### src/rtl/radio_cfg_params.svh
`ifndef RADIO_CFG_PARAMS_SVH
`define RADIO_CFG_PARAMS_SVH
`define ADDR_MAIN_MODE_BAND      5'h00
`define ADDR_DATA_MOD_CTRL       5'h01
`define ADDR_FSK_DEVIATION       5'h02
`define ADDR_BITRATE_C           5'h03
`define ADDR_BITRATE_D           5'h04
`define ADDR_MAIN_LAST           5'h0b
`define ADDR_IRQ_FIRST           5'h0c
`define ADDR_IRQ_LAST            5'h0f
`define ADDR_PKT_FIRST           5'h1c
`define RST_MAIN_MODE_BAND       8'h30
`define RST_DATA_MOD_CTRL        8'h24
`define RST_FSK_DEVIATION        8'h03
`define RST_BITRATE_C            8'h07
`define RST_BITRATE_D            8'h0f
`define BITRATE_D_MIN            8'h0f
`define FIFO_DEPTH               64
`endif

### src/rtl/radio_cfg_pkg.sv
`default_nettype none
package radio_cfg_pkg;
  typedef enum logic [2:0] {
    MODE_SLEEP = 3'h0, MODE_STANDBY = 3'h1, MODE_SYNTH = 3'h2, MODE_RX = 3'h3, MODE_TX = 3'h4
  } op_mode_t;
  typedef enum logic [1:0] {DATA_CONT = 2'h0, DATA_BUF = 2'h1, DATA_PKT = 2'h2} data_mode_t;
endpackage : radio_cfg_pkg
`default_nettype wire

### src/rtl/fifo_bus_if.sv
`default_nettype none
interface fifo_bus_if #(parameter int W = 8, parameter int AW = 6);
  logic          wr_en;
  logic [W-1:0]  wr_data;
  logic          rd_en;
  logic [W-1:0]  rd_data;
  logic          clear;
  logic          empty;
  logic          full;
  logic [AW:0]   count;
  modport ctrl (output wr_en, wr_data, rd_en, clear, input rd_data, empty, full, count);
  modport mem  (input wr_en, wr_data, rd_en, clear, output rd_data, empty, full, count);
endinterface : fifo_bus_if
`default_nettype wire

### src/rtl/packet_fifo_mem.sv
`default_nettype none
module packet_fifo_mem #(
  parameter int W  = 8,
  parameter int AW = 6
) (
  input  wire logic clk,
  input  wire logic rst_n,
  fifo_bus_if.mem   fb
);
  logic [W-1:0]  mem_q [2**AW];
  logic [AW-1:0] wp_q, wp_d, rp_q, rp_d;
  logic [AW:0]   cnt_q, cnt_d;
  logic [W-1:0]  rd_q;
  logic          do_wr, do_rd;

  always_comb begin
    do_wr = fb.wr_en && (cnt_q != (AW+1)'(2**AW)) && !fb.clear;
    do_rd = fb.rd_en && (cnt_q != '0) && !fb.clear;
    wp_d  = fb.clear ? '0 : wp_q + AW'(do_wr);
    rp_d  = fb.clear ? '0 : rp_q + AW'(do_rd);
    cnt_d = fb.clear ? '0 : cnt_q + (AW+1)'(do_wr) - (AW+1)'(do_rd);
  end

  always_ff @(posedge clk or negedge rst_n) begin
    if (!rst_n) begin
      wp_q  <= '0;
      rp_q  <= '0;
      cnt_q <= '0;
    end else begin
      wp_q  <= wp_d;
      rp_q  <= rp_d;
      cnt_q <= cnt_d;
    end
  end

  always_ff @(posedge clk) begin
    if (do_wr) mem_q[wp_q] <= fb.wr_data;
    if (do_rd) rd_q <= mem_q[rp_q];
  end

  assign fb.rd_data = rd_q;
  assign fb.count   = cnt_q;
  assign fb.empty   = (cnt_q == '0);
  assign fb.full    = (cnt_q == (AW+1)'(2**AW));
endmodule : packet_fifo_mem
`default_nettype wire

### src/rtl/radio_main_config_packet_fifo.sv
// Notes on behaviour
// RQ1: Tx start on non-empty FIFO clears leftover bytes after the packet.
// RQ2: Tx start by threshold keeps leftover bytes for following packets.
// RQ3: New reception waits until the host has emptied the FIFO.
// RQ4: Payload, address and CRC flags rise at last byte, hold until drained.
// RQ5: CRC result bit valid when CRC-good and payload flags rise.
// RQ6: In receive mode, CRC result clears once payload fully read.
// RQ7: Payload read in standby clears CRC result at next sync in receive.
// RQ8: Host keeps fill-method and fill bits default in packet mode.
// RQ9: Address groups: 0-11 main, 12-15 irq, 16-27 rx/tx/osc, 28-31 packet.
// RQ10: Mode bits 7-5 of address 0, reset standby.
// RQ11: Band bits 4-2 of address 0, reset code 100.
// RQ12: Sub-band bits 1-0 of address 0, reset 00.
// RQ13: Data mode bits 7-6 of address 1; 1X is packet mode.
// RQ14: Modulation bits 5-4 of address 1, reset FSK.
// RQ15: OOK threshold type bits 3-2 of address 1, reset peak.
// RQ16: IF gain bits 1-0 of address 1, reset 0 dB.
// RQ17: Address 2 holds deviation value, reset 0x03.
// RQ18: Addresses 3 and 4 hold bit rate coefficients C and D.
// RQ19: Host avoids undefined mode and band codes.
`include "radio_cfg_params.svh"
`default_nettype none
module radio_main_config_packet_fifo #(
  parameter int AW = 6
) (
  input  wire logic       clk,
  input  wire logic       rst_n,
  input  wire logic       reg_wr,
  input  wire logic       reg_rd,
  input  wire logic [4:0] reg_addr,
  input  wire logic [7:0] reg_wdata,
  output logic      [7:0] reg_rdata,
  output logic            reg_hit,
  input  wire logic       host_fifo_wr,
  input  wire logic [7:0] host_fifo_wdata,
  input  wire logic       host_fifo_rd,
  output logic      [7:0] host_fifo_rdata,
  input  wire logic       tx_start_select,
  input  wire logic [7:0] payload_length,
  input  wire logic       tx_byte_take,
  output logic      [7:0] tx_byte,
  output logic            tx_done,
  input  wire logic       rx_sync_found,
  input  wire logic       rx_byte_valid,
  input  wire logic [7:0] rx_byte,
  input  wire logic       rx_last_byte,
  input  wire logic       rx_addr_ok,
  input  wire logic       rx_crc_ok,
  output logic            rx_accept,
  output logic            payload_ready,
  output logic            addr_match,
  output logic            crc_good,
  output logic            crc_status,
  output logic            fifo_empty,
  output logic      [2:0] op_mode,
  output logic      [1:0] data_mode,
  output logic      [7:0] fsk_deviation,
  output logic      [7:0] bitrate_coeff_c,
  output logic      [7:0] bitrate_coeff_d
);
  fifo_bus_if #(.W(8), .AW(AW)) fb ();

  packet_fifo_mem #(.W(8), .AW(AW)) u_mem (
    .clk   (clk),
    .rst_n (rst_n),
    .fb    (fb)
  );

  logic [7:0] mmb_q;
  logic [7:0] mmb_d;
  logic [7:0] dmc_q;
  logic [7:0] dmc_d;
  logic [7:0] dev_q;
  logic [7:0] dev_d;
  logic [7:0] brc_q;
  logic [7:0] brc_d;
  logic [7:0] brd_q;
  logic [7:0] brd_d;
  logic [7:0] rdata_q;
  logic [7:0] rdata_d;
  logic       hit_q;
  logic       hit_d;
  logic [1:0] dmode_q;
  logic [1:0] dmode_d;
  logic [7:0] txcnt_q;
  logic [7:0] txcnt_d;
  logic       txdone_q;
  logic       txdone_d;
  logic       txbusy_q;
  logic       txbusy_d;
  logic       pr_q;
  logic       pr_d;
  logic       am_q;
  logic       am_d;
  logic       cg_q;
  logic       cg_d;
  logic       cs_q;
  logic       cs_d;
  logic       stby_read_q;
  logic       stby_read_d;
  logic       rxact_q;
  logic       rxact_d;
  logic       acc_q;
  logic       acc_d;
  logic       in_rx;
  logic       in_tx;
  logic       tx_pop;
  logic       last_tx;
  logic       rx_push;
  logic       host_pop;

  // Register file and read port
  always_comb begin
    mmb_d = mmb_q;
    dmc_d = dmc_q;
    dev_d = dev_q;
    brc_d = brc_q;
    brd_d = brd_q;
    if (reg_wr) begin
      case (reg_addr)
        `ADDR_MAIN_MODE_BAND: mmb_d = reg_wdata; // RQ10 RQ11 RQ12
        `ADDR_DATA_MOD_CTRL:  dmc_d = reg_wdata; // RQ13 RQ14 RQ15 RQ16
        `ADDR_FSK_DEVIATION:  dev_d = reg_wdata; // RQ17
        `ADDR_BITRATE_C:      brc_d = reg_wdata; // RQ18
        `ADDR_BITRATE_D:      brd_d = reg_wdata; // RQ18
        default: ;
      endcase
    end
    dmode_d = dmc_d[7] ? radio_cfg_pkg::DATA_PKT : dmc_d[7:6]; // RQ13
    rdata_d = rdata_q;
    hit_d   = 1'b0;
    if (reg_rd) begin
      hit_d = 1'b1;
      case (reg_addr)
        `ADDR_MAIN_MODE_BAND: rdata_d = mmb_q;
        `ADDR_DATA_MOD_CTRL:  rdata_d = dmc_q;
        `ADDR_FSK_DEVIATION:  rdata_d = dev_q;
        `ADDR_BITRATE_C:      rdata_d = brc_q;
        `ADDR_BITRATE_D:      rdata_d = brd_q;
        default: begin
          rdata_d = 8'h00; // RQ9
          hit_d   = 1'b0;
        end
      endcase
    end
  end

  always_ff @(posedge clk or negedge rst_n) begin
    if (!rst_n) begin
      mmb_q   <= `RST_MAIN_MODE_BAND;
      dmc_q   <= `RST_DATA_MOD_CTRL;
      dev_q   <= `RST_FSK_DEVIATION;
      brc_q   <= `RST_BITRATE_C;
      brd_q   <= `RST_BITRATE_D;
      rdata_q <= 8'h00;
      hit_q   <= 1'b0;
      dmode_q <= radio_cfg_pkg::DATA_CONT;
    end else begin
      mmb_q   <= mmb_d;
      dmc_q   <= dmc_d;
      dev_q   <= dev_d;
      brc_q   <= brc_d;
      brd_q   <= brd_d;
      rdata_q <= rdata_d;
      hit_q   <= hit_d;
      dmode_q <= dmode_d;
    end
  end

  // Decoded mode and FIFO steering
  always_comb begin
    in_rx    = (mmb_q[7:5] == radio_cfg_pkg::MODE_RX);
    in_tx    = (mmb_q[7:5] == radio_cfg_pkg::MODE_TX);
    tx_pop   = in_tx && tx_byte_take && !fb.empty;
    last_tx  = tx_pop && (txcnt_q + 8'h01 >= payload_length);
    rx_push  = in_rx && acc_q && rx_byte_valid;
    host_pop = host_fifo_rd && !fb.empty && !tx_pop;
    fb.wr_en   = rx_push || (host_fifo_wr && !rx_push);
    fb.wr_data = rx_push ? rx_byte : host_fifo_wdata;
    fb.rd_en   = tx_pop || host_pop;
    fb.clear   = txdone_q && tx_start_select; // RQ1
  end

  // Transmit packet tracking
  always_comb begin
    txcnt_d  = txcnt_q;
    txdone_d = 1'b0;
    txbusy_d = txbusy_q;
    if (tx_pop) begin
      txbusy_d = 1'b1;
      txcnt_d  = txcnt_q + 8'h01;
    end
    if (last_tx) begin
      txdone_d = 1'b1;
      txbusy_d = 1'b0;
      txcnt_d  = 8'h00; // RQ2
    end
    if (!in_tx) begin
      txcnt_d  = 8'h00;
      txbusy_d = 1'b0;
    end
  end

  always_ff @(posedge clk or negedge rst_n) begin
    if (!rst_n) begin
      txcnt_q  <= 8'h00;
      txdone_q <= 1'b0;
      txbusy_q <= 1'b0;
    end else begin
      txcnt_q  <= txcnt_d;
      txdone_q <= txdone_d;
      txbusy_q <= txbusy_d;
    end
  end

  // Receive flags and CRC result
  always_comb begin
    pr_d        = pr_q;
    am_d        = am_q;
    cg_d        = cg_q;
    cs_d        = cs_q;
    stby_read_d = stby_read_q;
    rxact_d     = rxact_q;
    acc_d       = acc_q;
    if (in_rx && rx_sync_found && fb.empty && !pr_q) begin
      acc_d   = 1'b1; // RQ3
      rxact_d = 1'b1;
      if (stby_read_q) begin
        cs_d        = 1'b0; // RQ7
        stby_read_d = 1'b0;
      end
    end
    if (pr_q && host_pop && fb.count == (AW+1)'(1)) begin
      pr_d = 1'b0; // RQ4
      am_d = 1'b0;
      cg_d = 1'b0;
      if (in_rx) cs_d = 1'b0; // RQ6
      else stby_read_d = 1'b1;
    end
    if (rx_push && rx_last_byte) begin
      pr_d    = 1'b1; // RQ4
      am_d    = rx_addr_ok;
      cg_d    = rx_crc_ok;
      cs_d    = rx_crc_ok; // RQ5
      acc_d   = 1'b0;
      rxact_d = 1'b0;
    end
    if (!in_rx) begin
      acc_d   = 1'b0;
      rxact_d = 1'b0;
    end
  end

  always_ff @(posedge clk or negedge rst_n) begin
    if (!rst_n) begin
      pr_q        <= 1'b0;
      am_q        <= 1'b0;
      cg_q        <= 1'b0;
      cs_q        <= 1'b0;
      stby_read_q <= 1'b0;
      rxact_q     <= 1'b0;
      acc_q       <= 1'b0;
    end else begin
      pr_q        <= pr_d;
      am_q        <= am_d;
      cg_q        <= cg_d;
      cs_q        <= cs_d;
      stby_read_q <= stby_read_d;
      rxact_q     <= rxact_d;
      acc_q       <= acc_d;
    end
  end

  // Registered outputs
  logic [7:0] txb_q;
  logic       empty_q;
  always_ff @(posedge clk or negedge rst_n) begin
    if (!rst_n) begin
      txb_q   <= 8'h00;
      empty_q <= 1'b1;
    end else begin
      txb_q   <= fb.rd_data;
      empty_q <= fb.empty;
    end
  end

  assign reg_rdata       = rdata_q;
  assign reg_hit         = hit_q;
  assign host_fifo_rdata = fb.rd_data;
  assign tx_byte         = txb_q;
  assign tx_done         = txdone_q;
  assign rx_accept       = acc_q;
  assign payload_ready   = pr_q;
  assign addr_match      = am_q;
  assign crc_good        = cg_q;
  assign crc_status      = cs_q;
  assign fifo_empty      = empty_q;
  assign op_mode         = mmb_q[7:5];
  assign data_mode       = dmode_q;
  assign fsk_deviation   = dev_q;
  assign bitrate_coeff_c = brc_q;
  assign bitrate_coeff_d = brd_q;
endmodule : radio_main_config_packet_fifo
`default_nettype wire

### config.mk
export PLATFORM = sky130hd
export DESIGN_NAME = radio_main_config_packet_fifo
export DESIGN_NICKNAME = d
export VERILOG_FILES = /design/src/rtl/radio_cfg_pkg.sv /design/src/rtl/fifo_bus_if.sv /design/src/rtl/packet_fifo_mem.sv /design/src/rtl/radio_main_config_packet_fifo.sv
export VERILOG_INCLUDE_DIRS = /design/src /design/src/rtl
export SDC_FILE = /design/constraint.sdc
export NUM_CORES = 1
export LEC_CHECK = 0
export ABC_AREA = 1
export ABC_CLOCK_PERIOD_IN_PS = 7300
export BUFFER_PORTS_ARGS = -buffer_cell sky130_fd_sc_hd__buf_2
export CORE_MARGIN = 4
export CORE_UTILIZATION = 40
export DETAILED_ROUTE_END_ITERATION = 8
export SLEW_MARGIN = 20
export SYNTH_ARGS = -nofsm -noshare
export SYNTH_HDL_FRONTEND = slang
export SYNTH_SLANG_ARGS = --single-unit
### constraint.sdc
create_clock -name clk -period 7.3 [get_ports clk]
set_input_delay 1.095 -clock clk [delete_from_list [all_inputs] [get_ports clk]]
set_output_delay 1.095 -clock clk [all_outputs]
set_load 0.02 [all_outputs]
==> impl_metrics.yaml <==
outcome:
  outcome: "finished, final reports clean"
synth:
  syn_inst: 2413
  seq_area_frac_synth_pct: 69.3
  yosys-top-cells-area: "edfxtp_1 60%, nand2_1 14%, dfrtp_1 7.6%"
  ys_ff_latch: 613
  yosysMostFrequentCell: "nand2_1"
  synth.net_count: 2484
  synthFlopType: "edfxtp_1"
  syn_area_mm2: 0.0259
  avgSynthCellArea_um2: 10.7
  synth_top_area_share_pct: 60.3
  yosys.area.top_type: "edfxtp_1"
  synth_common_cells: "969 x nand2_1, 520 x edfxtp_1, 273 x nand3_1, 146 x nor2_1, 79 x dfrtp_1"
  synth-edff-count: 520
  yosysWarningCount: 0
  ys_types: 39
  async_flop_share_pct: 15.2
cells_and_area:
  layout.nets: 2571
  multi_input_area_mm2: 0.00712
  diodes: 0
  nFillCells: 5906
  syn_to_final_growth_pct: 12.5
  final_util_pct: 45.3
  seq_area_mm2: 0.0180
  drive_above_1_share_pct: 11.1
clocking:
  clk_latency_ps: 610
  cts.clk_slew.worst_paths_ps: 60
  htreeDepth: 3
  cts_tree: "yes"
  postCtsSetupBuffers: 0
  cts_hold_buf: 0
  clockRootBuffer: "clkbuf_16"
  clock_sinks: 613
  postCtsResizedCells: 0
  clk_path_buf_depth: 3
  numCtsBuffers: 66
global_routing:
  grt_max_degree: 92
  grt_first_pass_wirelength_mm: 100
  antenna_found_initial: 0
  grt_pass1_vias: 17311
  grt_use_total_pct: 18.5
  grt_remaining_overflow: 0
place:
  dp_hpwl_mm: 38.6
  port_buffers: 110
  place.gp.congestion: 0.858
timing:
  finalSetupViolCount: 0
  slew_violations: 0
  slew_headroom_pct: 27.1
  hold_viol: 0
  fmax_ghz: 0.286
  worstMarginPinSlew_ps: 1090
  rsz0062_at_grt: "false"
  min_period_ps: 3490
  layout_worst_path_cycle_share_pct: 47.9
  finClkSkew_ps: 28.3
  setup_tns_ps: 0
worst_setup_path:
  worst_ep_required_time_ps: 7770
  crit_top_cell: "nand2_1"
  cp_max_fo: 91
  slowest_stage: "buf_4"
  slowest_delay_ps: 840
  critPathArrivalTime_ps: 3970
  crit_path_start_kind: "register"
  criticalPathCategory: "register to register"
  cp-end-kind: "register"
  path_cells: "inv_6, buf_4, nand2_1, nand2_1, a21oi_1, nand3_1, nand3_1, nand2_1, nand2_1, nand2_1"
drt:
  wl_mm: 64.8
  top_layer: "met4"
  ant_nets: 0
  wl_per_cell_um: 19.0
  drcViolationCount: 0
  route.vias.total: 17544
  first_pass_iters: 5
  viasPerCell: 5.15
  wl_met3_mm: 4.41
  route.met2.wl_mm: 31.1
  drt_iter0_markers: 1596
  wl_met1_mm: 27.7
die:
  die_width_um: 263
  ios: 111
  die_h_um: 263
  die_area_mm2: 0.0689
  initial_core_util_pct: 40.3
  std_cell_rows: 93
  coreArea_mm2: 0.0643
pwr:
  seq_power_share_pct: 42.3
  p_sw_uw: 3580
  pwr_density_cell_mw_per_mm2: 349
  swShare_pct: 35.2
  clkPwrFrac_pct: 30.7
  intPower_uw: 6600
  irDropWorstVdd_mv: 0.188
  p_leak_uw: 0.0116
  combPwrFrac_pct: 27.0
hold_path:
  hold_class: "primary input to async pin"
run:
  maxCapViolations: 0
-- kinds of logic after synthesis --
kind of cell / synth area share [%]
and+or+nand+nor: 23.0
DFF: 69.3
buffers and inverters: 3.30
AOI/OAI and AO/OA: 3.10
adders and majority gates: 1.04
xor gates and xnor gates: 0.237
-- cells in the final DEF (no fill, tap or decap), drive strengths merged, types with 3 or more instances in the layout --
cell    synthesis  final
a21oi          78     78
buf            86    129
clkbuf         24     89
clkinv          3     21
dfrtp          79     79
dfstp          14     14
edfxtp        520    520
ha             20     20
inv            76     82
nand2         984    984
nand3         273    273
nand4          12     12
nor2          150    150
nor3           12     12
o21ai          65     65
xnor2           3      3
xor2            4      4
-- state kept, by name, summed over array words and instances, names as in the netlist, 6 cells and up --
signal,flops
reg_rdata,8
dmc_q,8
u_mem.fb.rd_data,8
u_mem.mem_q,512
txcnt_q,8
u_mem.wp_q,6
bitrate_coeff_c,8
u_mem.fb.count,7
fsk_deviation,8
u_mem.rp_q,6
tx_byte,8
mmb_q,8
bitrate_coeff_d,8
-- path summary, 6_finish.rpt --
check | from | to | slack, ps | depth (start not counted)
worst min register to register | u_mem.fb.rd_data[3]$_DFFE_PP_ | tx_byte[3]$_DFF_PN0_ | 400 | 0
max in group asynchronous | rst_n | u_mem.rp_q[0]$_DFF_PN0_ | 5550 | 2
worst max-delay path | u_mem.rp_q[0]$_DFF_PN0_ | u_mem.fb.rd_data[1]$_DFFE_PP_ | 3810 | 10
min in group clk | u_mem.fb.rd_data[3]$_DFFE_PP_ | tx_byte[3]$_DFF_PN0_ | 400 | 0
worst max register to register | u_mem.rp_q[0]$_DFF_PN0_ | u_mem.fb.rd_data[1]$_DFFE_PP_ | 3810 | 10
worst min-delay path | rst_n | fsk_deviation[2]$_DFFE_PN0P_ | 400 | 1
-- worst max-delay path: cells and delay by family, from the launching register on --
family | cells | cell delay [ps]
flip-flops | 1 | 700
buffers and inverters | 2 | 1430
AO/OA/AOI/OAI | 1 | 60
AND/OR/NAND/NOR | 7 | 1010
-- power by group through the flow --
stage               sequential (µW)  clock, µW  combinational (µW)
floorplan                      4330          0                1850
global placement               4370          0                2700
detailed placement             4370          0                2730
CTS                            4300       3180                2740
global route                   4330       3330                3050
finish                         4310       3120                2750
-- stage by stage --
stage / hold WS (ps) / setup slack, ps / instance area [µm²] / total power, µW / instances
after floorplan: 450 / 4440 / 25900 / 6180 / 2413
after global placement: 405 / 3790 / 27200 / 7070 / 3287
after detailed placement: 380 / 3840 / 27200 / 7110 / 3287
after CTS: 386 / 3890 / 29100 / 10200 / 3404
after global routing: 406 / 3670 / 29200 / 10700 / 3404
final: 398 / 3810 / 29200 / 10200 / 3404
-- final cells by class --
type,count,area share [%]
timing repair buffer,129,2.39
tap,855,3.67
sequential,613,61.6
clock buffer,89,6.03
inverter,79,1.06
clock inverter,28,0.798
multi-input combinational,1611,24.4
-- layer usage --
layer	track usage, %	vias to the layer above
met5	0	-
met1	24.9	8475
met2	30.6	619
met3	3.30	107
li1	-	8343
met4	6.03	0
(Power assumes the default switching activity.)
